`config.mk`:
```
export PLATFORM = sky130hd
export DESIGN_NAME = dpsfe_device_flat
export DESIGN_NICKNAME = d
export VERILOG_FILES = /design/src/design/dpsfe_pkg.sv /design/src/design/dpsfe_link_if.sv /design/src/design/dpsfe_device.sv /design/src/flat_wrapper.sv
export SDC_FILE = /design/constraint.sdc
export NUM_CORES = 1
export LEC_CHECK = 0
export ABC_AREA = 0
export BUFFER_PORTS_ARGS = -buffer_cell sky130_fd_sc_hd__buf_2
export CAP_MARGIN = 25
export CELL_PAD_IN_SITES_DETAIL_PLACEMENT = 1
export CELL_PAD_IN_SITES_GLOBAL_PLACEMENT = 1
export CORE_ASPECT_RATIO = 1.2
export CORE_MARGIN = 8
export CORE_UTILIZATION = 47
export DETAILED_ROUTE_END_ITERATION = 8
export GPL_ROUTABILITY_DRIVEN = 1
export PLACE_DENSITY = 0.88
export SLEW_MARGIN = 20
export SYNTH_ARGS = -nofsm -noshare
export SYNTH_HDL_FRONTEND = slang
export SYNTH_SLANG_ARGS = --single-unit
export TNS_END_PERCENT = 1
```
`constraint.sdc`:
```
create_clock -name clk_sys -period 4.24 [get_ports clk_sys]
set_input_delay 0.424 -clock clk_sys [delete_from_list [all_inputs] [get_ports clk_sys]]
set_output_delay 0.424 -clock clk_sys [all_outputs]
set_load 0.005 [all_outputs]
```
`src/design/dpsfe_pkg.sv`:
```
// Purpose: Shared constants and types of the dual pot serial front end.
// Assumes: System clock of 50 ns; instruction byte first after select.
// Notes:   Instruction layout is opcode[7:4], pot[3], stored index[2:1], dir[0].
package dpsfe_pkg;

  localparam int NUM_POTS       = 2;
  localparam int STORED_PER_POT = 4;
  localparam int NUM_STORED     = NUM_POTS * STORED_PER_POT;
  localparam int WIPER_W        = 6;
  localparam int NUM_TAPS       = 64;
  localparam int BYTE_W         = 8;
  localparam int WORD_W         = 16;

  // Opcode field and its six accepted values
  localparam int OPC_MSB = 7;
  localparam int OPC_LSB = 4;
  localparam int POT_BIT = 3;
  localparam int IDX_MSB = 2;
  localparam int IDX_LSB = 1;
  localparam int DIR_BIT = 0;

  localparam logic [3:0] OP_RD_WIPER  = 4'h9;
  localparam logic [3:0] OP_WR_WIPER  = 4'ha;
  localparam logic [3:0] OP_RD_STORED = 4'hb;
  localparam logic [3:0] OP_WR_STORED = 4'hc;
  localparam logic [3:0] OP_TRANSFER  = 4'hd;
  localparam logic [3:0] OP_INCDEC    = 4'h2;

  // Byte phases of a sequence
  localparam logic [1:0] PH_OPCODE = 2'h0;
  localparam logic [1:0] PH_DATA   = 2'h1;
  localparam logic [1:0] PH_DONE   = 2'h2;
  localparam logic [1:0] PH_REJECT = 2'h3;

  localparam logic [5:0] STORED_RESET = 6'h00;
  localparam logic [5:0] WIPER_MAX    = 6'h3f;

  localparam int CLK_PERIOD_NS = 50;
  localparam int NV_WRITE_NS   = 100000;
  localparam logic [15:0] NV_WRITE_CYC =
    16'((NV_WRITE_NS + CLK_PERIOD_NS - 1) / CLK_PERIOD_NS);
  localparam int SCK_HALF_CYC = 8;

  typedef enum logic [2:0] {
    HS_IDLE,
    HS_LOW,
    HS_HIGH,
    HS_TAIL,
    HS_GAP
  } dpsfe_host_state_t;

endpackage

```
`src/design/dpsfe_link_if.sv`:
```
// Purpose: Serial link between the host controller and the pot front end.
// Assumes: Serial output line idles high when nobody drives it.
// Notes:   Output enable high while the device drives the line.
`timescale 1ns/1ps
interface dpsfe_link_if;
  logic csN;
  logic sck;
  logic si;
  logic holdN;
  logic wpN;
  logic soOut;
  logic soOe;
  logic soLine;

  // Pull-up stands in for the floating line
  assign soLine = soOe ? soOut : 1'b1;

  modport device (
    input  csN,
    input  sck,
    input  si,
    input  holdN,
    input  wpN,
    output soOut,
    output soOe
  );

  modport host (
    output csN,
    output sck,
    output si,
    output holdN,
    output wpN,
    input  soLine
  );
endinterface

```
`src/design/dpsfe_device.sv`:
```
// Purpose: Device end: serial front end with wiper and stored setting registers.
// Assumes: All link pins are asynchronous and pass two flip-flops first.
// Notes:   Stored settings are flip-flops; reset stands in for power-up recall.
`timescale 1ns/1ps
module dpsfe_device (
  input  wire logic                                     clk_sys,
  input  wire logic                                     rst_n,
  input  wire logic                                     ce,
  dpsfe_link_if.device                                  link,
  output logic [dpsfe_pkg::NUM_POTS-1:0][dpsfe_pkg::WIPER_W-1:0]  wiperCode,
  output logic [dpsfe_pkg::NUM_POTS-1:0][dpsfe_pkg::NUM_TAPS-1:0] tapSel,
  output logic                                          nvBusy
);
  import dpsfe_pkg::*;

  typedef struct packed {
    logic [1:0]                           sckSy;
    logic [1:0]                           csSy;
    logic [1:0]                           siSy;
    logic [1:0]                           holdSy;
    logic [1:0]                           wpSy;
    logic                                 sckPrev;
    logic                                 paused;
    logic                                 drive;
    logic [3:0]                           bitCnt;
    logic [1:0]                           phase;
    logic [BYTE_W-1:0]                    shIn;
    logic [BYTE_W-1:0]                    instr;
    logic [BYTE_W-1:0]                    shOut;
    logic                                 soOut;
    logic                                 soOe;
    logic [NUM_POTS-1:0][WIPER_W-1:0]     wiper;
    logic [NUM_STORED-1:0][WIPER_W-1:0]   stored;
    logic                                 pendNv;
    logic [2:0]                           nvAddr;
    logic [WIPER_W-1:0]                   nvData;
    logic [15:0]                          busyCnt;
    logic                                 nvBusy;
    logic [NUM_POTS-1:0][NUM_TAPS-1:0]    tap;
  } dpsfe_dev_state_t;

  dpsfe_dev_state_t r;
  dpsfe_dev_state_t n;

  function automatic logic [NUM_TAPS-1:0] tapDecode(input logic [WIPER_W-1:0] code);
    tapDecode = {{(NUM_TAPS-1){1'b0}}, 1'b1} << code;
  endfunction

  function automatic logic opValid(input logic [3:0] op);
    opValid = (op == OP_RD_WIPER) || (op == OP_WR_WIPER) || (op == OP_RD_STORED)
           || (op == OP_WR_STORED) || (op == OP_TRANSFER) || (op == OP_INCDEC);
  endfunction

  logic                sckS;
  logic                csS;
  logic                siS;
  logic                holdS;
  logic                wpS;
  logic                rise;
  logic                fall;
  logic                busy;
  logic [BYTE_W-1:0]   inByte;
  logic [3:0]          op;
  logic                pot;
  logic [2:0]          sIdx;

  always_comb begin
    n = r;
    n.sckSy  = {r.sckSy[0], link.sck};
    n.csSy   = {r.csSy[0], link.csN};
    n.siSy   = {r.siSy[0], link.si};
    n.holdSy = {r.holdSy[0], link.holdN};
    n.wpSy   = {r.wpSy[0], link.wpN};
    sckS  = r.sckSy[1];
    csS   = r.csSy[1];
    siS   = r.siSy[1];
    holdS = r.holdSy[1];
    wpS   = r.wpSy[1];
    rise  = sckS & ~r.sckPrev;
    fall  = ~sckS & r.sckPrev;
    n.sckPrev = sckS;
    inByte = {r.shIn[BYTE_W-2:0], siS};
    op    = r.instr[OPC_MSB:OPC_LSB];
    pot   = r.instr[POT_BIT];
    sIdx  = {r.instr[POT_BIT], r.instr[IDX_MSB:IDX_LSB]};
    busy  = r.busyCnt != 16'h0000;
    if (busy) begin
      n.busyCnt = r.busyCnt - 16'h0001;
    end
    if (csS || busy) begin
      // Deselected, or held off by a running stored write
      n.drive  = 1'b0;
      n.paused = 1'b0;
      n.bitCnt = 4'h0;
      n.phase  = PH_OPCODE;
      if (csS && r.pendNv && wpS && !busy) begin
        n.stored[r.nvAddr] = r.nvData;
        n.busyCnt          = NV_WRITE_CYC;
      end
      if (csS) begin
        n.pendNv = 1'b0;
      end
    end else begin
      if (!wpS) begin
        n.pendNv = 1'b0;
      end
      if (!sckS) begin
        n.paused = ~holdS;
      end
      if (r.paused || (!sckS && !holdS)) begin
        // Edges and input changes ignored; position held
        n.paused = n.paused;
      end else if (rise) begin
        n.shIn   = inByte;
        n.bitCnt = r.bitCnt + 4'h1;
        if (r.phase == PH_OPCODE && r.bitCnt == 4'h7) begin
          n.instr  = inByte;
          n.bitCnt = 4'h0;
          n.phase  = opValid(inByte[OPC_MSB:OPC_LSB]) ? PH_DATA : PH_REJECT;
          unique case (inByte[OPC_MSB:OPC_LSB])
            OP_RD_WIPER:  n.shOut = {2'b00, r.wiper[inByte[POT_BIT]]};
            OP_RD_STORED: n.shOut = {2'b00,
                            r.stored[{inByte[POT_BIT], inByte[IDX_MSB:IDX_LSB]}]};
            OP_TRANSFER: begin
              n.phase = PH_DONE;
              if (inByte[DIR_BIT]) begin
                n.pendNv = wpS;
                n.nvAddr = {inByte[POT_BIT], inByte[IDX_MSB:IDX_LSB]};
                n.nvData = r.wiper[inByte[POT_BIT]];
              end else begin
                n.wiper[inByte[POT_BIT]] =
                  r.stored[{inByte[POT_BIT], inByte[IDX_MSB:IDX_LSB]}];
              end
            end
            default: n.shOut = r.shOut;
          endcase
        end else if (r.phase == PH_DATA && op == OP_INCDEC) begin
          // One bit per step: high raises, low lowers, both saturate
          if (siS && r.wiper[pot] != WIPER_MAX) begin
            n.wiper[pot] = r.wiper[pot] + 6'h01;
          end else if (!siS && r.wiper[pot] != 6'h00) begin
            n.wiper[pot] = r.wiper[pot] - 6'h01;
          end
        end else if (r.phase == PH_DATA && r.bitCnt == 4'h7) begin
          n.phase = PH_DONE;
          if (op == OP_WR_WIPER) begin
            n.wiper[pot] = inByte[WIPER_W-1:0];
          end else if (op == OP_WR_STORED) begin
            n.pendNv = wpS;
            n.nvAddr = sIdx;
            n.nvData = inByte[WIPER_W-1:0];
          end
        end
      end else if (fall) begin
        if (r.phase != PH_OPCODE && r.phase != PH_REJECT
            && (op == OP_RD_WIPER || op == OP_RD_STORED)) begin
          n.soOut = r.shOut[BYTE_W-1];
          n.shOut = {r.shOut[BYTE_W-2:0], 1'b0};
          n.drive = 1'b1;
        end
      end
    end
    n.soOe   = n.drive && !n.paused;
    n.nvBusy = n.busyCnt != 16'h0000;
    for (int p = 0; p < NUM_POTS; p++) begin
      n.tap[p] = tapDecode(n.wiper[p]);
    end
  end

  always_ff @(posedge clk_sys or negedge rst_n) begin
    if (!rst_n) begin
      r        <= '0;
      r.csSy   <= 2'b11;
      r.holdSy <= 2'b11;
      r.wpSy   <= 2'b11;
      r.wiper  <= {NUM_POTS{STORED_RESET}};
      r.stored <= {NUM_STORED{STORED_RESET}};
      r.tap    <= {NUM_POTS{tapDecode(STORED_RESET)}};
    end else if (ce) begin
      r <= n;
    end
  end

  assign link.soOut = r.soOut;
  assign link.soOe  = r.soOe;
  assign wiperCode  = r.wiper;
  assign tapSel     = r.tap;
  assign nvBusy     = r.nvBusy;

endmodule

```
`src/flat_wrapper.sv`:
```
// flat-port wrapper written by rule: the top's interface ports become plain ports
module dpsfe_device_flat import dpsfe_pkg::*;
  (clk_sys, rst_n, ce, wiperCode, tapSel, nvBusy, link_csN, link_sck, link_si, link_holdN, link_wpN, link_soOut, link_soOe);
  dpsfe_link_if link_i ();
  input  wire logic clk_sys;
  input  wire logic rst_n;
  input  wire logic ce;
  output logic [dpsfe_pkg::NUM_POTS-1:0][dpsfe_pkg::WIPER_W-1:0] wiperCode;
  output logic [dpsfe_pkg::NUM_POTS-1:0][dpsfe_pkg::NUM_TAPS-1:0] tapSel;
  output logic nvBusy;
  input wire logic [$bits(link_i.csN)-1:0] link_csN;
  input wire logic [$bits(link_i.sck)-1:0] link_sck;
  input wire logic [$bits(link_i.si)-1:0] link_si;
  input wire logic [$bits(link_i.holdN)-1:0] link_holdN;
  input wire logic [$bits(link_i.wpN)-1:0] link_wpN;
  output wire logic [$bits(link_i.soOut)-1:0] link_soOut;
  output wire logic [$bits(link_i.soOe)-1:0] link_soOe;
  assign link_i.csN = link_csN;
  assign link_i.sck = link_sck;
  assign link_i.si = link_si;
  assign link_i.holdN = link_holdN;
  assign link_i.wpN = link_wpN;
  assign link_soOut = link_i.soOut;
  assign link_soOe = link_i.soOe;
  dpsfe_device u_core (.clk_sys(clk_sys), .rst_n(rst_n), .ce(ce), .link(link_i), .wiperCode(wiperCode), .tapSel(tapSel), .nvBusy(nvBusy));
endmodule
```
Yosys cells after proc, flatten, opt, wreduce, memory -nomap -nowiden
Cells that the tools add are included.
{"block": "totals", "register_bits": 260, "inputBits": 8, "out_inout_bits": 143, "elab_cells": 187}
{"block": "op_classes", "n_addsub": 4, "order_cmp": 7, "eq_ne": 24, "shifts": 2, "n_mux": 62, "bitwise": 8, "reduce_logical": 48}
{"operator": "$mux W12", "count": 11}
{"operator": "$shl A1 B6 Y64 const A", "count": 2}
{"operator": "$mux W10", "count": 9}
{"operator": "$mux W16", "count": 4}
{"operator": "$bwmux W12", "count": 4}
{"operator": "$bwmux W48", "count": 1}
{"operator": "$mux W6", "count": 8}
{"operator": "$eq A4 B4 Y1 const B", "count": 9}
{"operator": "$mux W32", "count": 1}
{"operator": "$reduce_bool A16 Y1", "count": 2}
{"operator": "$mux W22", "count": 1}
{"operator": "$bmux W6 S3", "count": 1}
{"operator": "$demux W6 S3", "count": 1}
{"operator": "$mux W9", "count": 2}
{"operator": "$mux W8", "count": 2}
{"operator": "$pmux W8 S2", "count": 1}
{"operator": "$sub A16 B1 Y16 const B", "count": 1}
{"operator": "$logic_and A1 B1 Y1", "count": 15}
{"operator": "$demux W6 S1", "count": 2}
{"operator": "$reduce_bool A2 Y1", "count": 6}
{"operator": "$mux W2", "count": 5}
{"operator": "$ne A2 B1 Y1 const B", "count": 5}
{"operator": "$reduce_and A10 Y1", "count": 1}
{"operator": "$reduce_and A5 Y1", "count": 2}
{"operator": "28 further kinds", "count": 59}

Logic depth before layout (Yosys ltp)
{"block": "depth", "word_depth": 14, "mapped_depth": 19, "mapped_depth_nobuf": 11}

Worst setup path after synthesis
OpenSTA, ideal clock, no wires.
{"block": "synth_path", "kind": "register to register", "start": "register u_core.r (netlist bit u_core.pot)", "end": "register u_core.r (netlist bit u_core.tapSel[90])", "setup_ns": 0.078, "t_arrival_ns": 3.800, "required_ns": 4.162, "slack_ns": 0.362, "path_stages_with_launch": 17, "n_path_buf": 6, "synth_period_minus_slack_ns": 3.878, "cell_sequence": "dfrtp_1 > buf_2 > buf_4 > buf_6 > buf_4 > buf_4 > mux2i_1 > ha_1 > nor4b_1 > o22a_1 > o21ai_0 > a221o_1 > a21o_1 > o31a_1 > or3_1 > buf_6 > o2bb2ai_2"}
{"block": "synth_via", "elab_chain_len": 13, "elab_cells_between_ends": 26, "cone_classes": "add/sub: 2; order compare: 2; eq/ne: 1; shift: 1; mux: 16; reduce/logical: 4"}
{"element": "start, declared", "line_no": "dpsfe_device.sv:42", "source": "dpsfe_dev_state_t r;"}
{"element": "start signal, assigned", "line_no": "dpsfe_device.sv:180", "source": "r <= n;"}
{"element": "parallel branches: the longest is 7 deep, another holds $sub A6 B1 Y6"}
{"element": "$mux W12 (*)", "line_no": "dpsfe_device.sv:137", "source": "end else if (r.phase == PH_DATA && op == OP_INCDEC) begin"}
{"element": "$mux W12 (*)", "line_no": "dpsfe_device.sv:116", "source": "if (r.phase == PH_OPCODE && r.bitCnt == 4'h7) begin"}
{"element": "$mux W12 (*)", "line_no": "dpsfe_device.sv:113", "source": "end else if (rise) begin"}
{"element": "$mux W12 (*)", "line_no": "dpsfe_device.sv:110", "source": "if (r.paused || (!sckS && !holdS)) begin"}
{"element": "$mux W12 (*)", "line_no": "dpsfe_device.sv:90", "source": "if (csS || busy) begin"}
{"element": "$shl A1 B6 Y64 (*)", "line_no": "dpsfe_device.sv:46", "source": "tapDecode = {{(NUM_TAPS-1){1'b0}}, 1'b1} << code;"}
Mark *: on every way between the ends. The select of a mux whose other input is x is not followed.
A chain may end at the register's enable or synchronous reset.

Worst setup path in the final report
{"block": "layout_path", "start": "register u_core.r (netlist bit u_core.wiperCode[6])", "end": "register u_core.r (netlist bit u_core.tapSel[121])"}
{"block": "layout_via", "elab_chain_len": 12, "elab_cells_between_ends": 24, "cone_classes": "add/sub: 2; eq/ne: 1; shift: 1; mux: 17; reduce/logical: 3"}
{"element": "$mux W6 (implied by the code) (2 in a row)"}
{"element": "$sub A6 B1 Y6 or $reduce_bool A6 Y1 (tied branches)", "line_no": "dpsfe_device.sv:142, dpsfe_device.sv:141"}
{"element": "$bwmux W12 or $logic_and A1 B1 Y1 (tied branches)", "line_no": "dpsfe_device.sv:142, dpsfe_device.sv:141"}
{"element": "$mux W12", "line_no": "dpsfe_device.sv:141", "source": "end else if (!siS && r.wiper[pot] != 6'h00) begin"}
{"element": "$mux W12", "line_no": "dpsfe_device.sv:139", "source": "if (siS && r.wiper[pot] != WIPER_MAX) begin"}
{"element": "$mux W12", "line_no": "dpsfe_device.sv:137"}
{"element": "$mux W12", "line_no": "dpsfe_device.sv:116"}
{"element": "$mux W12", "line_no": "dpsfe_device.sv:113"}
{"element": "$mux W12", "line_no": "dpsfe_device.sv:110"}
{"element": "$mux W12 (*)", "line_no": "dpsfe_device.sv:90"}
{"element": "$shl A1 B6 Y64 (*)", "line_no": "dpsfe_device.sv:46"}
Mark *: on every way between the ends. The rest lies on a longest branch, timed or not. The select of a mux whose other input is x is not followed.

==> impl_metrics.tcl <==
set metrics [dict create \
    antenna_found_initial 0 \
    grt_max_degree 113 \
    mappedNetlistArea_mm2 0.0140 \
    drtIter0Drc 929 \
    hold_depth 2 \
    drc 0 \
    cp-end-kind "flip-flop" \
    grtUsageTotal_pct 23.1 \
    die_area_mm2 0.0355 \
    path_delay_family "compound AO/OA/AOI/OAI gates" \
    antenna_left 0 \
    hold_viol 0 \
    crit_type "reg2reg" \
    seq_area_mm2 0.00647 \
    start_util_pct 47.5 \
    post-route-min-period_ps 4020 \
    setup_ws_ps 216 \
    fillers 3223 \
    cts_tree "built" \
    p_leak_nw 6.78 \
    core_mm2 0.0294 \
    setup-violations-final 0 \
    routedWlPerCell_um 23.9 \
    h-tree-depth 1 \
    drive_above_1_share_pct 26.5 \
    worstSetupStartpointType "flip-flop" \
    die_w_um 173 \
    clock_latency_ps 550 \
    worst_ir_drop_vdd_v 0.000217 \
    ff2ff_path_depth 10 \
    pre_cts_slack_ps 263 \
    numClockSinks 258 \
    cpPeakStageDelay_ps 600 \
    cts-root-buf "clkbuf_16" \
    cpMaxStageDelayCell "dfrtp_1" \
    cts_buffers 26 \
    synth_most_common_cell "dfrtp_1" \
    dp_cells 1685 \
    num_antenna_cells 0 \
    cp_data_arrival_time_ps 4450 \
    syn_area_per_cell_um2 10.4 \
    status "finished clean" \
    instances_no_fill 1734 \
    cp.depth 10 \
    total_power_mw 5.76 \
    synth.distinct_cells 81 \
    crit_required_ps 4660 \
    clockBufferDepth 3 \
    clock.fmax_mhz 248 \
    gp_congestion 0.912 \
    synthTopCellsByCount "dfrtp_1, buf_4, nand2_1" \
    synth_nets 1363 \
    grt_pass1_wl_um 67100 \
    finalMaxSlewViolations 0 \
    hold_slack_ps 118 \
    grt_pass1_vias 11700 \
    tightest_slew_ps 948 \
    yosys-top-cells-area "dfrtp_1, buf_4, o2bb2ai_1, mux2_2, nand2_1" \
    synth_seq_area_share_pct 46.2 \
    netlist_instances 1348 \
    die_y_um 205 \
    boundaryPins 151 \
    yosysWarnings 0 \
    synthDominantCellAreaShare_pct 44.7 \
    rsz0062_at_grt "false" \
    timing.final.crit_share_pct 94.9 \
    synth_edf_count 0 \
    crit_path_max_fanout 10 \
    overflow 0 \
    multi_input_area_mm2 0.00603 \
    max_slew_margin_pct 36.8 \
    routed_wirelength_um 41500 \
    post-synth-top-area-cell "dfrtp_1" \
    fin_setup_tns_ps 0 \
    p_per_area_mw_per_mm2 384 \
    synth_seq_cells 258 \
    hold_path.class "in2reg" \
    critical_path.cell_chain "mux2i_1 > ha_1 > and4bb_1 > o21ai_0 > nor3_1 > or4_1 > a21oi_1 > o22a_1 > nand3_1 > o31ai_1" \
    num_vias 10800 \
    rows 69 \
    ys.flop_type "dfrtp_1" \
    crit_buf_inv 0 \
    maxCapViolations 0 \
    port_buffers 150 \
    clk_pin_slew_ps 70 \
    fin_worst_skew_ps 19.4 \
    async_flop_share_pct 100 \
    drt_first_pass_iters 6 \
    nets 1339 \
    areaGrowthSynthToFinish_pct 7.07 \
    vias_per_cell 6.26 \
    hpwl_um 29100 \
]
[registers in the layout, indices dropped and copies added, names as in the netlist, 4 cells and up]
| signal | flops |
|---|---|
| u_core.tapSel | 128 |
| u_core.op | 4 |
| u_core.n | 6 |
| u_core.inByte | 8 |
| u_core.wiperCode | 12 |
| u_core.r | 94 |
[final cells by class]
class / instances / area share, %
clock buffers: 34 / 4.82
clock inverters: 14 / 1.23
inverters: 22 / 0.568
multi-input cells: 837 / 40.3
flip-flops and latches: 258 / 43.2
well taps: 390 / 3.26
repair buffers: 179 / 6.64
[timing repair]
action / in CTS / in global routing
endpoints found under the setup margin: 0 / 38
hold buffers: 1 / 0
hold endpoints to repair: 48 / 0
setup buffers: 0 / 0
gates resized for setup: 0 / 4
[logic make-up (layout without fill, tap and decap cells)]
family          Yosys count  in the layout  share of synthesized area, %
compound gates          341            341                          18.4
xor+xnor                 11             11                         0.689
fa+ha+maj                 7              7                         0.626
buf+inv                 253            249                          10.8
flops                   258            258                          46.2
mux                     107            107                          9.44
simple gates            371            371                          13.8
[worst paths after layout]
path	start	endpoint	slack [ps]
setup reg to reg	u_core.wiperCode[6]$_DFFE_PN0P_	u_core.tapSel[121]$_DFFE_PN0P_	220
min in group asynchronous	rst_n	u_core.r[193]$_DFFE_PN0P_	510
max in group asynchronous	rst_n	u_core.tapSel[64]$_DFFE_PN1P_	2620
setup / recovery	u_core.wiperCode[6]$_DFFE_PN0P_	u_core.tapSel[121]$_DFFE_PN0P_	220
hold reg to reg	u_core.tapSel[105]$_DFFE_PN0P_	u_core.tapSel[105]$_DFFE_PN0P_	480
hold / removal	link_holdN	u_core.n[253]$_DFFE_PN1P_	120
[report_power, final]
group          leakage, nW  total (mW)  switching, mW  internal, mW
clock network        0.434        2.45          0.996          1.45
logic                 2.83       0.597          0.390         0.207
registers             3.52        2.71          0.146          2.57
total                 6.78        5.76           1.53          4.22
[layer usage]
| metal | part of all wire [%] | wire (um) | global-route usage, % |
|---|---|---|---|
| met1 | 40 | 16400 | 28.0 |
| met2 | 52 | 21400 | 40.0 |
| met3 | 5.5 | 2290 | 4.06 |
| met4 | 3.3 | 1380 | 9.68 |
| met5 | 0 | 0 | 0 |
[placed cells by master, fill, tap and decap left out, types with 6 or more instances in the layout]
| cell | count |
|---|---|
| a211o_1 | 6 |
| a21oi_1 | 35 |
| a22oi_1 | 11 |
| a31o_2 | 7 |
| a31oi_1 | 6 |
| and3_1 | 8 |
| buf_2 | 149 |
| buf_4 | 27 |
| clkbuf_16 | 27 |
| dfrtp_1 | 250 |
| dfstp_2 | 8 |
| ha_1 | 7 |
| inv_1 | 19 |
| mux2_2 | 79 |
| mux2i_1 | 16 |
| mux4_2 | 12 |
| nand2_1 | 133 |
| nand2b_1 | 6 |
| nand3_1 | 51 |
| nand3b_1 | 9 |
| nand4_1 | 9 |
| nand4b_1 | 10 |
| nor2_1 | 60 |
| nor3_1 | 20 |
| nor4_1 | 9 |
| o21ai_0 | 66 |
| o22ai_1 | 7 |
| o2bb2ai_1 | 108 |
| o2bb2ai_2 | 8 |
| o31ai_1 | 16 |
| o32ai_1 | 7 |
| or3_1 | 11 |
| xnor2_1 | 6 |
[per-stage QoR]
stage          instance area, um2  utilization [%]
6_report                    15000             50.9
5_1_grt                     15000             50.9
4_1_cts                     14900             50.7
3_5_place_dp                14000             47.6
3_3_place_gp                14000             47.6
2_1_floorplan               14000                -
[worst reg2reg max path, stage by stage (launching register included)]
cell and delay [ps]:
dfrtp_1 600, mux2i_1 240, ha_1 260, and4bb_1 230
o21ai_0 540, nor3_1 100, or4_1 570, a21oi_1 250
o22a_1 290, nand3_1 410, o31ai_1 410
No activity file was read; power rests on OpenSTA's default activity.
